**config.mk**
```make
export PLATFORM = sky130hd
export DESIGN_NAME = asc_seq_ctrl
export DESIGN_NICKNAME = d
export VERILOG_FILES = /design/src/asc_sync.v /design/src/asc_conv_timer.v /design/src/asc_seq_ctrl.v
export VERILOG_INCLUDE_DIRS = /design/src
export SDC_FILE = /design/constraint.sdc
export NUM_CORES = 1
export LEC_CHECK = 0
export ABC_AREA = 1
export BUFFER_PORTS_ARGS = -buffer_cell sky130_fd_sc_hd__clkbuf_2
export CORE_ASPECT_RATIO = 2
export CORE_UTILIZATION = 46
export DETAILED_ROUTE_END_ITERATION = 6
export PLACE_DENSITY_LB_ADDON = 0.05
export SYNTH_ARGS = -nofsm -noshare
export SYNTH_HDL_FRONTEND = slang
export SYNTH_HIERARCHICAL = 1
export SYNTH_SLANG_ARGS = --single-unit
```
**constraint.sdc**
```tcl
create_clock -name ref_clk_i -period 1.82 [get_ports ref_clk_i]
set_input_delay 0.091 -clock ref_clk_i [delete_from_list [all_inputs] [get_ports ref_clk_i]]
set_output_delay 0.091 -clock ref_clk_i [all_outputs]
set_load 0.01 [all_outputs]
```
**src/asc_regs.vh**
```
/*
 * Register map, field positions, reset values and timing codes of the
 * converter sequence control block.
 * Assumes inclusion by bare name; holds definitions only.
 */
`ifndef ASC_REGS_VH
`define ASC_REGS_VH

// ----------------------------------------------------------------
// Register byte addresses (word aligned, index times four).
// ----------------------------------------------------------------
`define ASC_IDX_CTRL_A 8'h1c
`define ASC_IDX_LSB_STAT 8'h1e
`define ASC_IDX_MSB 8'h1f
`define ASC_IDX_CTRL_B 8'h1d
`define ASC_ADDR_W 10
`define ASC_ADDR_CTRL_A 10'h070
`define ASC_ADDR_CTRL_B 10'h074
`define ASC_ADDR_LSB_STAT 10'h078
`define ASC_ADDR_MSB 10'h07c

// ----------------------------------------------------------------
// Reset values.
// ----------------------------------------------------------------
`define ASC_CTRL_A_RST 8'h10
`define ASC_CTRL_B_RST 8'h10
`define ASC_MSB_RST 8'h00

// ----------------------------------------------------------------
// Field positions of control register A.
// ----------------------------------------------------------------
`define ASC_A_START 7
`define ASC_A_MODE_HI 6
`define ASC_A_MODE_LO 5
`define ASC_A_AIN_DIS 4
`define ASC_A_CH_HI 3
`define ASC_A_CH_LO 0

// ----------------------------------------------------------------
// Field positions of control register B and status register.
// ----------------------------------------------------------------
`define ASC_B_LADDER 5
`define ASC_B_TIME_HI 3
`define ASC_B_TIME_LO 1
`define ASC_B_KEEP_LO 5
`define ASC_S_DONE 5
`define ASC_S_BUSY 4

// ----------------------------------------------------------------
// Operating modes and conversion time codes.
// ----------------------------------------------------------------
`define ASC_MODE_OFF 2'b00
`define ASC_MODE_SINGLE 2'b01
`define ASC_MODE_REPEAT 2'b11
`define ASC_CH_LAST 4'h7
`define ASC_T39 3'b000
`define ASC_T78 3'b010
`define ASC_T156 3'b011
`define ASC_T312 3'b100
`define ASC_T624 3'b101
`define ASC_T1248 3'b110
`define ASC_CYC39 11'd39
`define ASC_CYC_W 11

`endif

```
**src/asc_sync.v**
```verilog
/*
 * Two-stage synchroniser for a single level.
 * Assumes the input comes from outside the ref_clk_i domain.
 */
module asc_sync (
	// Clock and reset.
	input wire ref_clk_i,
	input wire rst_n_i,
	// Level in and out.
	input wire d_i,
	output reg q_o
);
	reg meta_reg;

	always @(posedge ref_clk_i or negedge rst_n_i) begin
		if (!rst_n_i) begin
			meta_reg <= 1'b0;
			q_o <= 1'b0;
		end else begin
			meta_reg <= d_i;
			q_o <= meta_reg;
		end
	end
endmodule // asc_sync

```
**src/asc_conv_timer.v**
```verilog
/*
 * Conversion length counter: counts ref_clk_i cycles of one conversion.
 * Assumes load and abort come from the same clock domain.
 */
`include "asc_regs.vh"

module asc_conv_timer (
	// Clock and reset.
	input wire ref_clk_i,
	input wire rst_n_i,
	// Control.
	input wire load_i,
	input wire abort_i,
	input wire [2:0] time_code_i,
	// Status.
	output reg running_o,
	output wire end_o
);
	reg [`ASC_CYC_W-1:0] count_reg;

	// Cycle count for each time code; reserved codes fall back to the shortest.
	function [`ASC_CYC_W-1:0] asc_cycles;
		input [2:0] code;
		begin
			case (code)
				`ASC_T78: asc_cycles = `ASC_CYC39 << 1;
				`ASC_T156: asc_cycles = `ASC_CYC39 << 2;
				`ASC_T312: asc_cycles = `ASC_CYC39 << 3;
				`ASC_T624: asc_cycles = `ASC_CYC39 << 4;
				`ASC_T1248: asc_cycles = `ASC_CYC39 << 5;
				default: asc_cycles = `ASC_CYC39;
			endcase
		end
	endfunction

	assign end_o = running_o && (count_reg == {{(`ASC_CYC_W-1){1'b0}}, 1'b1}) && !abort_i;

	always @(posedge ref_clk_i or negedge rst_n_i) begin
		if (!rst_n_i) begin
			count_reg <= {`ASC_CYC_W{1'b0}};
			running_o <= 1'b0;
		end else if (abort_i) begin
			running_o <= 1'b0;
			count_reg <= {`ASC_CYC_W{1'b0}};
		end else if (load_i) begin
			running_o <= 1'b1;
			count_reg <= asc_cycles(time_code_i);
		end else if (running_o) begin
			count_reg <= count_reg - {{(`ASC_CYC_W-1){1'b0}}, 1'b1};
			if (end_o)
				running_o <= 1'b0;
		end
	end
endmodule // asc_conv_timer

```
**src/asc_seq_ctrl.v**
```verilog
/*
 * Sequence control and status of a 10-bit successive-approximation
 * converter, with an Avalon-MM slave for its four registers.
 * Assumes the analog core delivers a 10-bit code at the end of each
 * conversion, and a standby request level from the power controller.
 */
// The Avalon-MM slave port was decided locally.
// Function
// - Start bit with single mode begins one conversion, then clears itself.
// - Mode field: 00 disabled, 01 single start, 11 repeat, 10 reserved.
// - Analog input control bit: 0 enables inputs, 1 disables them.
// - Channel field codes 0000-0111 select inputs 0-7; above reserved.
// - Standby entry resets both control registers and blocks their writes.
// - Ladder bit 0 connects network during conversion only; 1 always.
// - Time field gives 39, 78, 156, 312, 624 or 1248 cycles.
// - Register B top two bits read undefined.
// - Result bits 9-2 in upper register; bits 1-0 in status bits 7-6.
// - Completion stores result, sets done flag, raises interrupt together.
// - Reading the upper result register clears the done flag.
// - Busy flag set at start, cleared at end and on standby entry.
// - Status low four bits read unstable, meaningless values.
// - Repeat mode starts a new conversion after each completion.
// - Writing mode 00 aborts conversion and discards partial result.
// - New start clears done flag but keeps old result until completion.
`include "asc_regs.vh"

module asc_seq_ctrl (
	// Clock and reset.
	input wire ref_clk_i,
	input wire rst_n_i,
	// Avalon-MM slave.
	input wire [`ASC_ADDR_W-1:0] avs_address_i,
	input wire avs_read_i,
	input wire avs_write_i,
	input wire [31:0] avs_writedata_i,
	input wire [3:0] avs_byteenable_i,
	output reg [31:0] avs_readdata_o,
	output wire avs_waitrequest_o,
	// Power and analog core.
	input wire standby_i,
	input wire [9:0] conv_code_i,
	input wire [3:0] noise_bits_i,
	output wire sample_o,
	output wire [3:0] channel_select_o,
	output wire analog_input_disable_o,
	output wire ladder_connect_o,
	// Events.
	output wire conv_done_irq_o
);
	reg [7:0] ctrl_a_reg;
	reg [7:0] ctrl_b_reg;
	reg [7:0] msb_reg;
	reg [1:0] lsb_reg;
	reg done_reg;
	reg ack_reg;
	reg start_reg;
	reg standby_q_reg;
	reg [1:0] rd_undef_reg;
	wire standby_s;
	wire running;
	wire conv_end;
	wire acc;
	wire take;
	wire wr_ctrl_a;
	wire wr_ctrl_b;
	wire rd_msb;
	wire [1:0] mode;
	wire abort;
	wire restart;
	wire standby_rise;

	// ------------------------------------------------------------
	// Standby request synchroniser.
	// ------------------------------------------------------------
	asc_sync u_sync (
		.ref_clk_i(ref_clk_i),
		.rst_n_i(rst_n_i),
		.d_i(standby_i),
		.q_o(standby_s)
	);

	// ------------------------------------------------------------
	// Bus decode: one wait state, answer on the second edge.
	// ------------------------------------------------------------
	assign acc = (avs_read_i || avs_write_i) && !ack_reg;
	assign avs_waitrequest_o = (avs_read_i || avs_write_i) && !ack_reg;
	// Side effects land only at the edge where waitrequest is seen low.
	assign take = (avs_read_i || avs_write_i) && ack_reg;
	assign wr_ctrl_a = take && avs_write_i && avs_byteenable_i[0] &&
		(avs_address_i == `ASC_ADDR_CTRL_A) && !standby_s;
	assign wr_ctrl_b = take && avs_write_i && avs_byteenable_i[0] &&
		(avs_address_i == `ASC_ADDR_CTRL_B) && !standby_s;
	assign rd_msb = take && avs_read_i && (avs_address_i == `ASC_ADDR_MSB);

	assign mode = ctrl_a_reg[`ASC_A_MODE_HI:`ASC_A_MODE_LO];
	assign abort = running && (mode == `ASC_MODE_OFF);
	assign restart = conv_end && (mode == `ASC_MODE_REPEAT);
	assign standby_rise = standby_s && !standby_q_reg;

	always @(posedge ref_clk_i or negedge rst_n_i) begin
		if (!rst_n_i)
			ack_reg <= 1'b0;
		else
			ack_reg <= acc;
	end

	// ------------------------------------------------------------
	// Control registers.
	// ------------------------------------------------------------
	always @(posedge ref_clk_i or negedge rst_n_i) begin
		if (!rst_n_i) begin
			ctrl_a_reg <= `ASC_CTRL_A_RST;
			ctrl_b_reg <= `ASC_CTRL_B_RST;
			standby_q_reg <= 1'b0;
		end else begin
			standby_q_reg <= standby_s;
			if (standby_s) begin
				ctrl_a_reg <= `ASC_CTRL_A_RST;
				ctrl_b_reg <= `ASC_CTRL_B_RST;
			end else begin
				if (wr_ctrl_a)
					ctrl_a_reg <= avs_writedata_i[7:0];
				else if (start_reg)
					ctrl_a_reg[`ASC_A_START] <= 1'b0;
				if (wr_ctrl_b)
					ctrl_b_reg <= avs_writedata_i[7:0];
			end
		end
	end

	// Start request seen one cycle after the bit is written, then cleared.
	always @(posedge ref_clk_i or negedge rst_n_i) begin
		if (!rst_n_i)
			start_reg <= 1'b0;
		else
			start_reg <= ctrl_a_reg[`ASC_A_START] && !start_reg && !standby_s &&
				((mode == `ASC_MODE_SINGLE) || (mode == `ASC_MODE_REPEAT));
	end

	// ------------------------------------------------------------
	// Conversion timer.
	// ------------------------------------------------------------
	asc_conv_timer u_timer (
		.ref_clk_i(ref_clk_i),
		.rst_n_i(rst_n_i),
		.load_i(start_reg || restart),
		.abort_i(abort || standby_s),
		.time_code_i(ctrl_b_reg[`ASC_B_TIME_HI:`ASC_B_TIME_LO]),
		.running_o(running),
		.end_o(conv_end)
	);

	// ------------------------------------------------------------
	// Result and done flag.
	// ------------------------------------------------------------
	always @(posedge ref_clk_i or negedge rst_n_i) begin
		if (!rst_n_i) begin
			msb_reg <= `ASC_MSB_RST;
			lsb_reg <= 2'b00;
			done_reg <= 1'b0;
		end else if (standby_rise) begin
			msb_reg <= `ASC_MSB_RST;
			lsb_reg <= 2'b00;
			done_reg <= 1'b0;
		end else if (conv_end) begin
			msb_reg <= conv_code_i[9:2];
			lsb_reg <= conv_code_i[1:0];
			done_reg <= 1'b1;
		end else if (rd_msb || start_reg) begin
			done_reg <= 1'b0;
		end
	end

	// ------------------------------------------------------------
	// Analog side outputs.
	// ------------------------------------------------------------
	assign sample_o = running;
	assign channel_select_o = ctrl_a_reg[`ASC_A_CH_HI:`ASC_A_CH_LO];
	assign analog_input_disable_o = ctrl_a_reg[`ASC_A_AIN_DIS];
	assign ladder_connect_o = ctrl_b_reg[`ASC_B_LADDER] || running;
	assign conv_done_irq_o = conv_end;

	// ------------------------------------------------------------
	// Read data.
	// ------------------------------------------------------------
	always @(posedge ref_clk_i or negedge rst_n_i) begin
		if (!rst_n_i)
			rd_undef_reg <= 2'b00;
		else
			rd_undef_reg <= noise_bits_i[1:0];
	end

	always @(posedge ref_clk_i or negedge rst_n_i) begin
		if (!rst_n_i) begin
			avs_readdata_o <= 32'h0000_0000;
		end else if (acc && avs_read_i) begin
			case (avs_address_i)
				`ASC_ADDR_CTRL_A: avs_readdata_o <= {24'h00_0000, ctrl_a_reg};
				`ASC_ADDR_CTRL_B:
					avs_readdata_o <= {24'h00_0000, rd_undef_reg, ctrl_b_reg[5:0]};
				`ASC_ADDR_LSB_STAT:
					avs_readdata_o <= {24'h00_0000, lsb_reg, done_reg, running,
						noise_bits_i};
				`ASC_ADDR_MSB: avs_readdata_o <= {24'h00_0000, msb_reg};
				default: avs_readdata_o <= 32'h0000_0000;
			endcase
		end
	end
endmodule // asc_seq_ctrl

```
[Word level (Yosys, flattened, before mapping)]
Index checks and enable logic that the tools add are counted.
Word-level totals
  register bits after elaboration: 76
  input bits: 65
  output and inout bits: 41
  logic and storage cells: 87
Operators by class
  add/sub/neg operators: 1
  equality and inequality tests: 12
  mux-type cells: 22
  reduce and logical (&&, ||, !) cells: 37
Operators with widths (number)
  case mux 11 bit (5 select lines): 1
  == test 10 x 7 -> 1 bit, second input constant: 4
  2-to-1 mux 11 bit: 3
  case mux 8 bit (4 select lines): 1
  2-to-1 mux 8 bit: 3
  logical AND 1 bit: 19
  2-to-1 mux 6 bit: 2
  == test 11 x 1 -> 1 bit, second input constant: 1
  subtractor 11 x 1 -> 11 bit, second input constant: 1
  == test 3 bit, second input constant: 3
  2-to-1 mux 1 bit: 9
  nonzero test 3 bit: 3
  2-to-1 mux 7 bit: 1
  == test 3 x 2 -> 1 bit, second input constant: 2
  logical OR 1 bit: 6
  nonzero test 2 bit: 3
  logical NOT 1 bit: 5
  2-to-1 mux 2 bit: 2
  == test 2 x 1 -> 1 bit, second input constant: 1
  == test 2 bit, second input constant: 1
  logical NOT 2 bit: 1

[Longest topological paths before layout]
  depth after elaboration: 9
  depth in mapped cells: 13
  depth with buffers taken out: 13

[Hierarchy]
Netlist, hierarchy kept.
By module, submodules not included
  asc_seq_ctrl: times used 1, cells an instance 279, area each 2302.2 um2, seq. area each 953.4 um2
  asc_conv_timer: times used 1, cells an instance 143, area each 949.7 um2, seq. area each 300.3 um2
  asc_sync: times used 1, cells an instance 2, area each 50.0 um2, seq. area each 50.0 um2

[Worst setup path before layout]
No wires, ideal clock.
  path type: reg-to-reg
  start: register u_sync.q_o
  end: register u_timer.count_reg[6]
  library setup time: 0.074 ns
  arrival time: 2.104 ns
  required time: 1.746 ns
  setup slack: -0.358 ns
  stages on the path, launching flop included: 14
  path buffers: 1
  clock period less this slack: 2.178 ns
  path through: dfrtp_1 -> inv_2 -> buf_2 -> nand2_1 -> inv_1 -> nand4_1 -> nor2_1 -> a31o_2 -> inv_2 -> nand2_4 -> nand2_4 -> a31oi_1 -> nand2_1 -> o21ai_2
On the way
  longest elaborated chain between the ends: 7
  elaborated cells between the ends (all ways): 8
  classes of those cells: mux (2); reduce/logical (6)
Ends and longest elaborated chain
  from (decl): RTL line asc_sync.v:11  | output reg q_o
  from (signal assigned): RTL line asc_sync.v:21  | q_o <= meta_reg;
  logical OR 1 bit (*): RTL line asc_seq_ctrl.v:147  | .abort_i(abort || standby_s),
  logical NOT 1 bit (*): RTL line asc_conv_timer.v:36  | assign end_o = running_o && (count_reg == {{(`ASC_CYC_W-1){1'b0}}, 1'b1}) && !abort_i;
  logical AND 1 bit (*): RTL line asc_conv_timer.v:36
  named net conv_done_irq_o: RTL line asc_seq_ctrl.v:48  | output wire conv_done_irq_o
  logical AND 1 bit (*): RTL line asc_seq_ctrl.v:97  | assign restart = conv_end && (mode == `ASC_MODE_REPEAT);
  logical OR 1 bit (*): RTL line asc_seq_ctrl.v:146  | .load_i(start_reg || restart),
  2-to-1 mux 11 bit: RTL line asc_conv_timer.v:45  | end else if (load_i) begin
  2-to-1 mux 11 bit: RTL line asc_conv_timer.v:42  | end else if (abort_i) begin
  to (signal assigned): RTL line asc_conv_timer.v:44  | count_reg <= {`ASC_CYC_W{1'b0}};
  to (signal assigned): RTL line asc_conv_timer.v:47  | count_reg <= asc_cycles(time_code_i);
  to (signal assigned): RTL line asc_conv_timer.v:49  | count_reg <= count_reg - {{(`ASC_CYC_W-1){1'b0}}, 1'b1};
  to (decl): RTL line asc_conv_timer.v:19  | reg [`ASC_CYC_W-1:0] count_reg;
The timed path passes the listed nets; every way through them passes the cells marked *.
A chain may end at the register's enable or synchronous reset.

[Worst setup path after layout]
  start: register u_sync.q_o
  end: register u_timer.count_reg[0]
On the way
  longest elaborated chain between the ends: 7
  elaborated cells between the ends (all ways): 8
  classes of those cells: mux (2); reduce/logical (6)
Ends and longest elaborated chain (RTL line)
  logical OR 1 bit (*): asc_seq_ctrl.v:147
  logical NOT 1 bit: asc_conv_timer.v:36
  logical AND 1 bit: asc_conv_timer.v:36
  logical AND 1 bit: asc_seq_ctrl.v:97
  logical OR 1 bit: asc_seq_ctrl.v:146
  2-to-1 mux 11 bit: asc_conv_timer.v:45
  2-to-1 mux 11 bit: asc_conv_timer.v:42
Mark *: on every way between the ends. The rest lies on a longest branch, timed or not.

==> flow_metrics.tcl <==
set metrics [dict create \
    crit_family "simple AND/OR/NAND/NOR gates" \
    cp.arrival_ns 2.02 \
    num_rows 43 \
    worst_pin_slew_ns 0.5350 \
    whs_path_depth 3 \
    area_delta_synth_final_pct 21.26 \
    routed_via_density 5.089 \
    met1_usage 0.2582 \
    grt_max_degree 36 \
    min_period_ns 1.799 \
    io_pins 106 \
    die_area_um2 7542 \
    hold_end "ctrl_b_reg[0]$_DFFE_PN0P_" \
    grt.met2_usage 0.4516 \
    synth_cell_types 38 \
    grt_use_met3 0.02760 \
    holdWs_ns 0.01316 \
    synth_ff_type "dfrtp_1" \
    cts_buffer_depth 2 \
    dp_hpwl_mm 6.388 \
    worstReg2RegStart "u_sync/q_o$_DFF_PN0_" \
    timing.rr.end "u_timer/count_reg[0]$_DFFE_PN0P_" \
    first_iter_violations 142 \
    fin_cells 587 \
    finalSetupViolations 0 \
    worstHoldStart "avs_writedata_i[0]" \
    crit_type "reg -> reg" \
    cp_slowest_cell "dfrtp_1" \
    synthCells 424 \
    drc 0 \
    start_util 0.4758 \
    busiest_layer "met2" \
    largest_reg_flops 11 \
    cellPowerDensity_nw_per_um2 798.5 \
    routed-via-count 2987 \
    r2r_cells 11 \
    detail_route.wl_per_cell_um 14.17 \
    antenna_cells 0 \
    root_buffer "clkbuf_16" \
    dr.pass1.iters 4 \
    grt_pass1_wl_mm 13.23 \
    totalWireLength_mm 8.317 \
    syn_area_um2 3302 \
    grt_pass1_vias 2800 \
    ys_async_sr_fraction 1.000 \
    critical_path_buf_inv_count 4 \
    max_freq_ghz 0.5559 \
    cts_tree "built" \
    final_antenna_net_count 0 \
    hold_violations 0 \
    leakagePower_uw 0.002218 \
    cts_max_level 2 \
    cp_common_cell "inv_6" \
    critPathRequiredTime_ns 2.04 \
    slew_headroom 0.6428 \
    pre_cts_ws_ns 0.04299 \
    layout_commonest_cell "nand2_1" \
    critPathMaxStageDelay_ns 0.40 \
    globalplace.congestion 0.8946 \
    layout_common_cells "112 x nand2_1, 56 x nand3_1, 54 x clkbuf_2" \
    clock_sinks 52 \
    clock_latency_ns 0.30 \
    seq_area_um2 1304 \
    peakVddDrop_mv 0.7274 \
    post-route-period-util 0.9884 \
    worst_setup_path_start_kind "flop" \
    avgSynthCellArea_um2 7.788 \
    path_cells "inv_2 > nand2_4 > inv_6 > nand4_1 > nor2_4 > a31o_4 > inv_6 > buf_4 > a21oi_2 > nand3_1 > o21ai_1" \
    fill_cells 680 \
    path_max_fanout 5 \
    max-cap-violations 0 \
    nNetsFinal 563 \
    cp-end-kind "flop" \
    ff2ff_setup_slack_ns 0.02 \
    drive_gt1_frac 0.3038 \
    grt_antenna_before_repair 0 \
    synth_seq_cells 52 \
    die-height_um 121.8 \
    grt_usage 0.2445 \
    multiInputGateArea_um2 1774 \
    rsz0062_at_grt "yes" \
    grt_overflow 0 \
    design.core.area_um2 6940 \
    setup_ws_ns 0.02111 \
    hold_class "in -> reg" \
    dp_cells 573 \
    synth_edf_count 0 \
    io_buffers 54 \
    status "finished, final reports clean" \
    cts_buffers 5 \
    yosysSeqAreaShare 0.3948 \
    clk_pin_slew_ns 0.07 \
    die_w_um 61.91 \
    ys_warn_count 6 \
    fin_skew_ns 0.004095 \
    slew_viol_final 0 \
]
==> worst max-delay path by stage <==
stage / from / endpoint / slack, ns / cells after the start
4_1_cts: u_timer/count_reg[9]$_DFFE_PN0P_ / u_timer/count_reg[0]$_DFFE_PN0P_ / 0.02 / 10
6_report: u_sync/q_o$_DFF_PN0_ / u_timer/count_reg[0]$_DFFE_PN0P_ / 0.02 / 11
3_3_place_gp: u_timer/count_reg[9]$_DFFE_PN0P_ / u_timer/count_reg[0]$_DFFE_PN0P_ / 0.05 / 9
5_1_grt: u_sync/q_o$_DFF_PN0_ / u_timer/count_reg[0]$_DFFE_PN0P_ / -0.1 / 12
2_1_floorplan: u_sync/q_o$_DFF_PN0_ / u_timer/count_reg[6]$_DFFE_PN0P_ / -0.05 / 13
3_5_place_dp: u_timer/count_reg[9]$_DFFE_PN0P_ / u_timer/count_reg[0]$_DFFE_PN0P_ / 0.04 / 10
==> area by class of cell <==
type / count / share of cell area
Multi-Input combinational cell: 320 / 0.4431
Sequential cell: 52 / 0.3256
Timing Repair Buffer: 83 / 0.1263
Inverter: 34 / 0.03594
Clock buffer: 6 / 0.03219
Tap cell: 90 / 0.02813
Clock inverter: 2 / 0.008750
==> timing repair <==
action | in CTS | in global routing
hold buffers | 4 | 0
gates resized for setup | 0 | 21
endpoints found under the hold margin | 18 | 0
setup endpoints to repair | 0 | 23
buffers inserted | 0 | 1
==> Yosys cell counts, drive strengths merged, types with 2 or more instances <==
master / number / area (um2)
nor3: 3 / 15.01
nor2: 30 / 221.5
ha: 2 / 25.02
and3: 2 / 13.77
nand3: 57 / 285.3
nand4: 37 / 246.5
o21ai: 20 / 103.9
or2: 4 / 25.03
dfrtp: 50 / 1251
dfstp: 2 / 52.55
clkinv: 2 / 10.01
a31oi: 2 / 12.51
nand2: 127 / 555.5
a21oi: 8 / 40.04
buf: 40 / 286.5
clkbuf: 2 / 11.26
inv: 32 / 120.1
==> per-layer routing <==
layer,share of wire,routed length [um]
met1,0.36,2968
met2,0.58,4848
met3,0.026,214
met4,0.034,286
met5,0,0
==> power breakdown <==
group / total, uW / internal [uW] / leakage [uW] / switching (uW)
Clock: 1060 / 647 / 0.0000808 / 417
Sequential: 1300 / 1230 / 0.000693 / 63.1
Combinational: 835 / 325 / 0.00144 / 510
==> cell families after synthesis <==
logic type | Yosys count | synth area share
DFF | 52 | 0.3948
adders and majority gates | 2 | 0.007577
AOI/OAI and AO/OA | 33 | 0.05419
buffers and inverters | 76 | 0.1296
and+or+nand+nor | 260 | 0.4127
other | 1 | 0.001136
==> worst reg2reg max path: stages, from the launching register on <==
cell and delay [ns]:
dfrtp_1 0.40, inv_2 0.11, nand2_4 0.08, inv_6 0.08, nand4_1 0.17, nor2_4 0.18
a31o_4 0.20, inv_6 0.06, buf_4 0.15, a21oi_2 0.13, nand3_1 0.07, o21ai_1 0.09
==> per-stage QoR <==
step                utilization  total power (uW)  TNS [ns]  area, um2
floorplan                     -              1863   -0.1734       3426
global placement         0.5309              2098         0       3685
detailed placement       0.5309              2105         0       3685
CTS                      0.5603              3185         0       3889
global route             0.5769              3381   -0.9711       4004
finish                   0.5769              3197         0       4004
(Power assumes the default switching activity.)
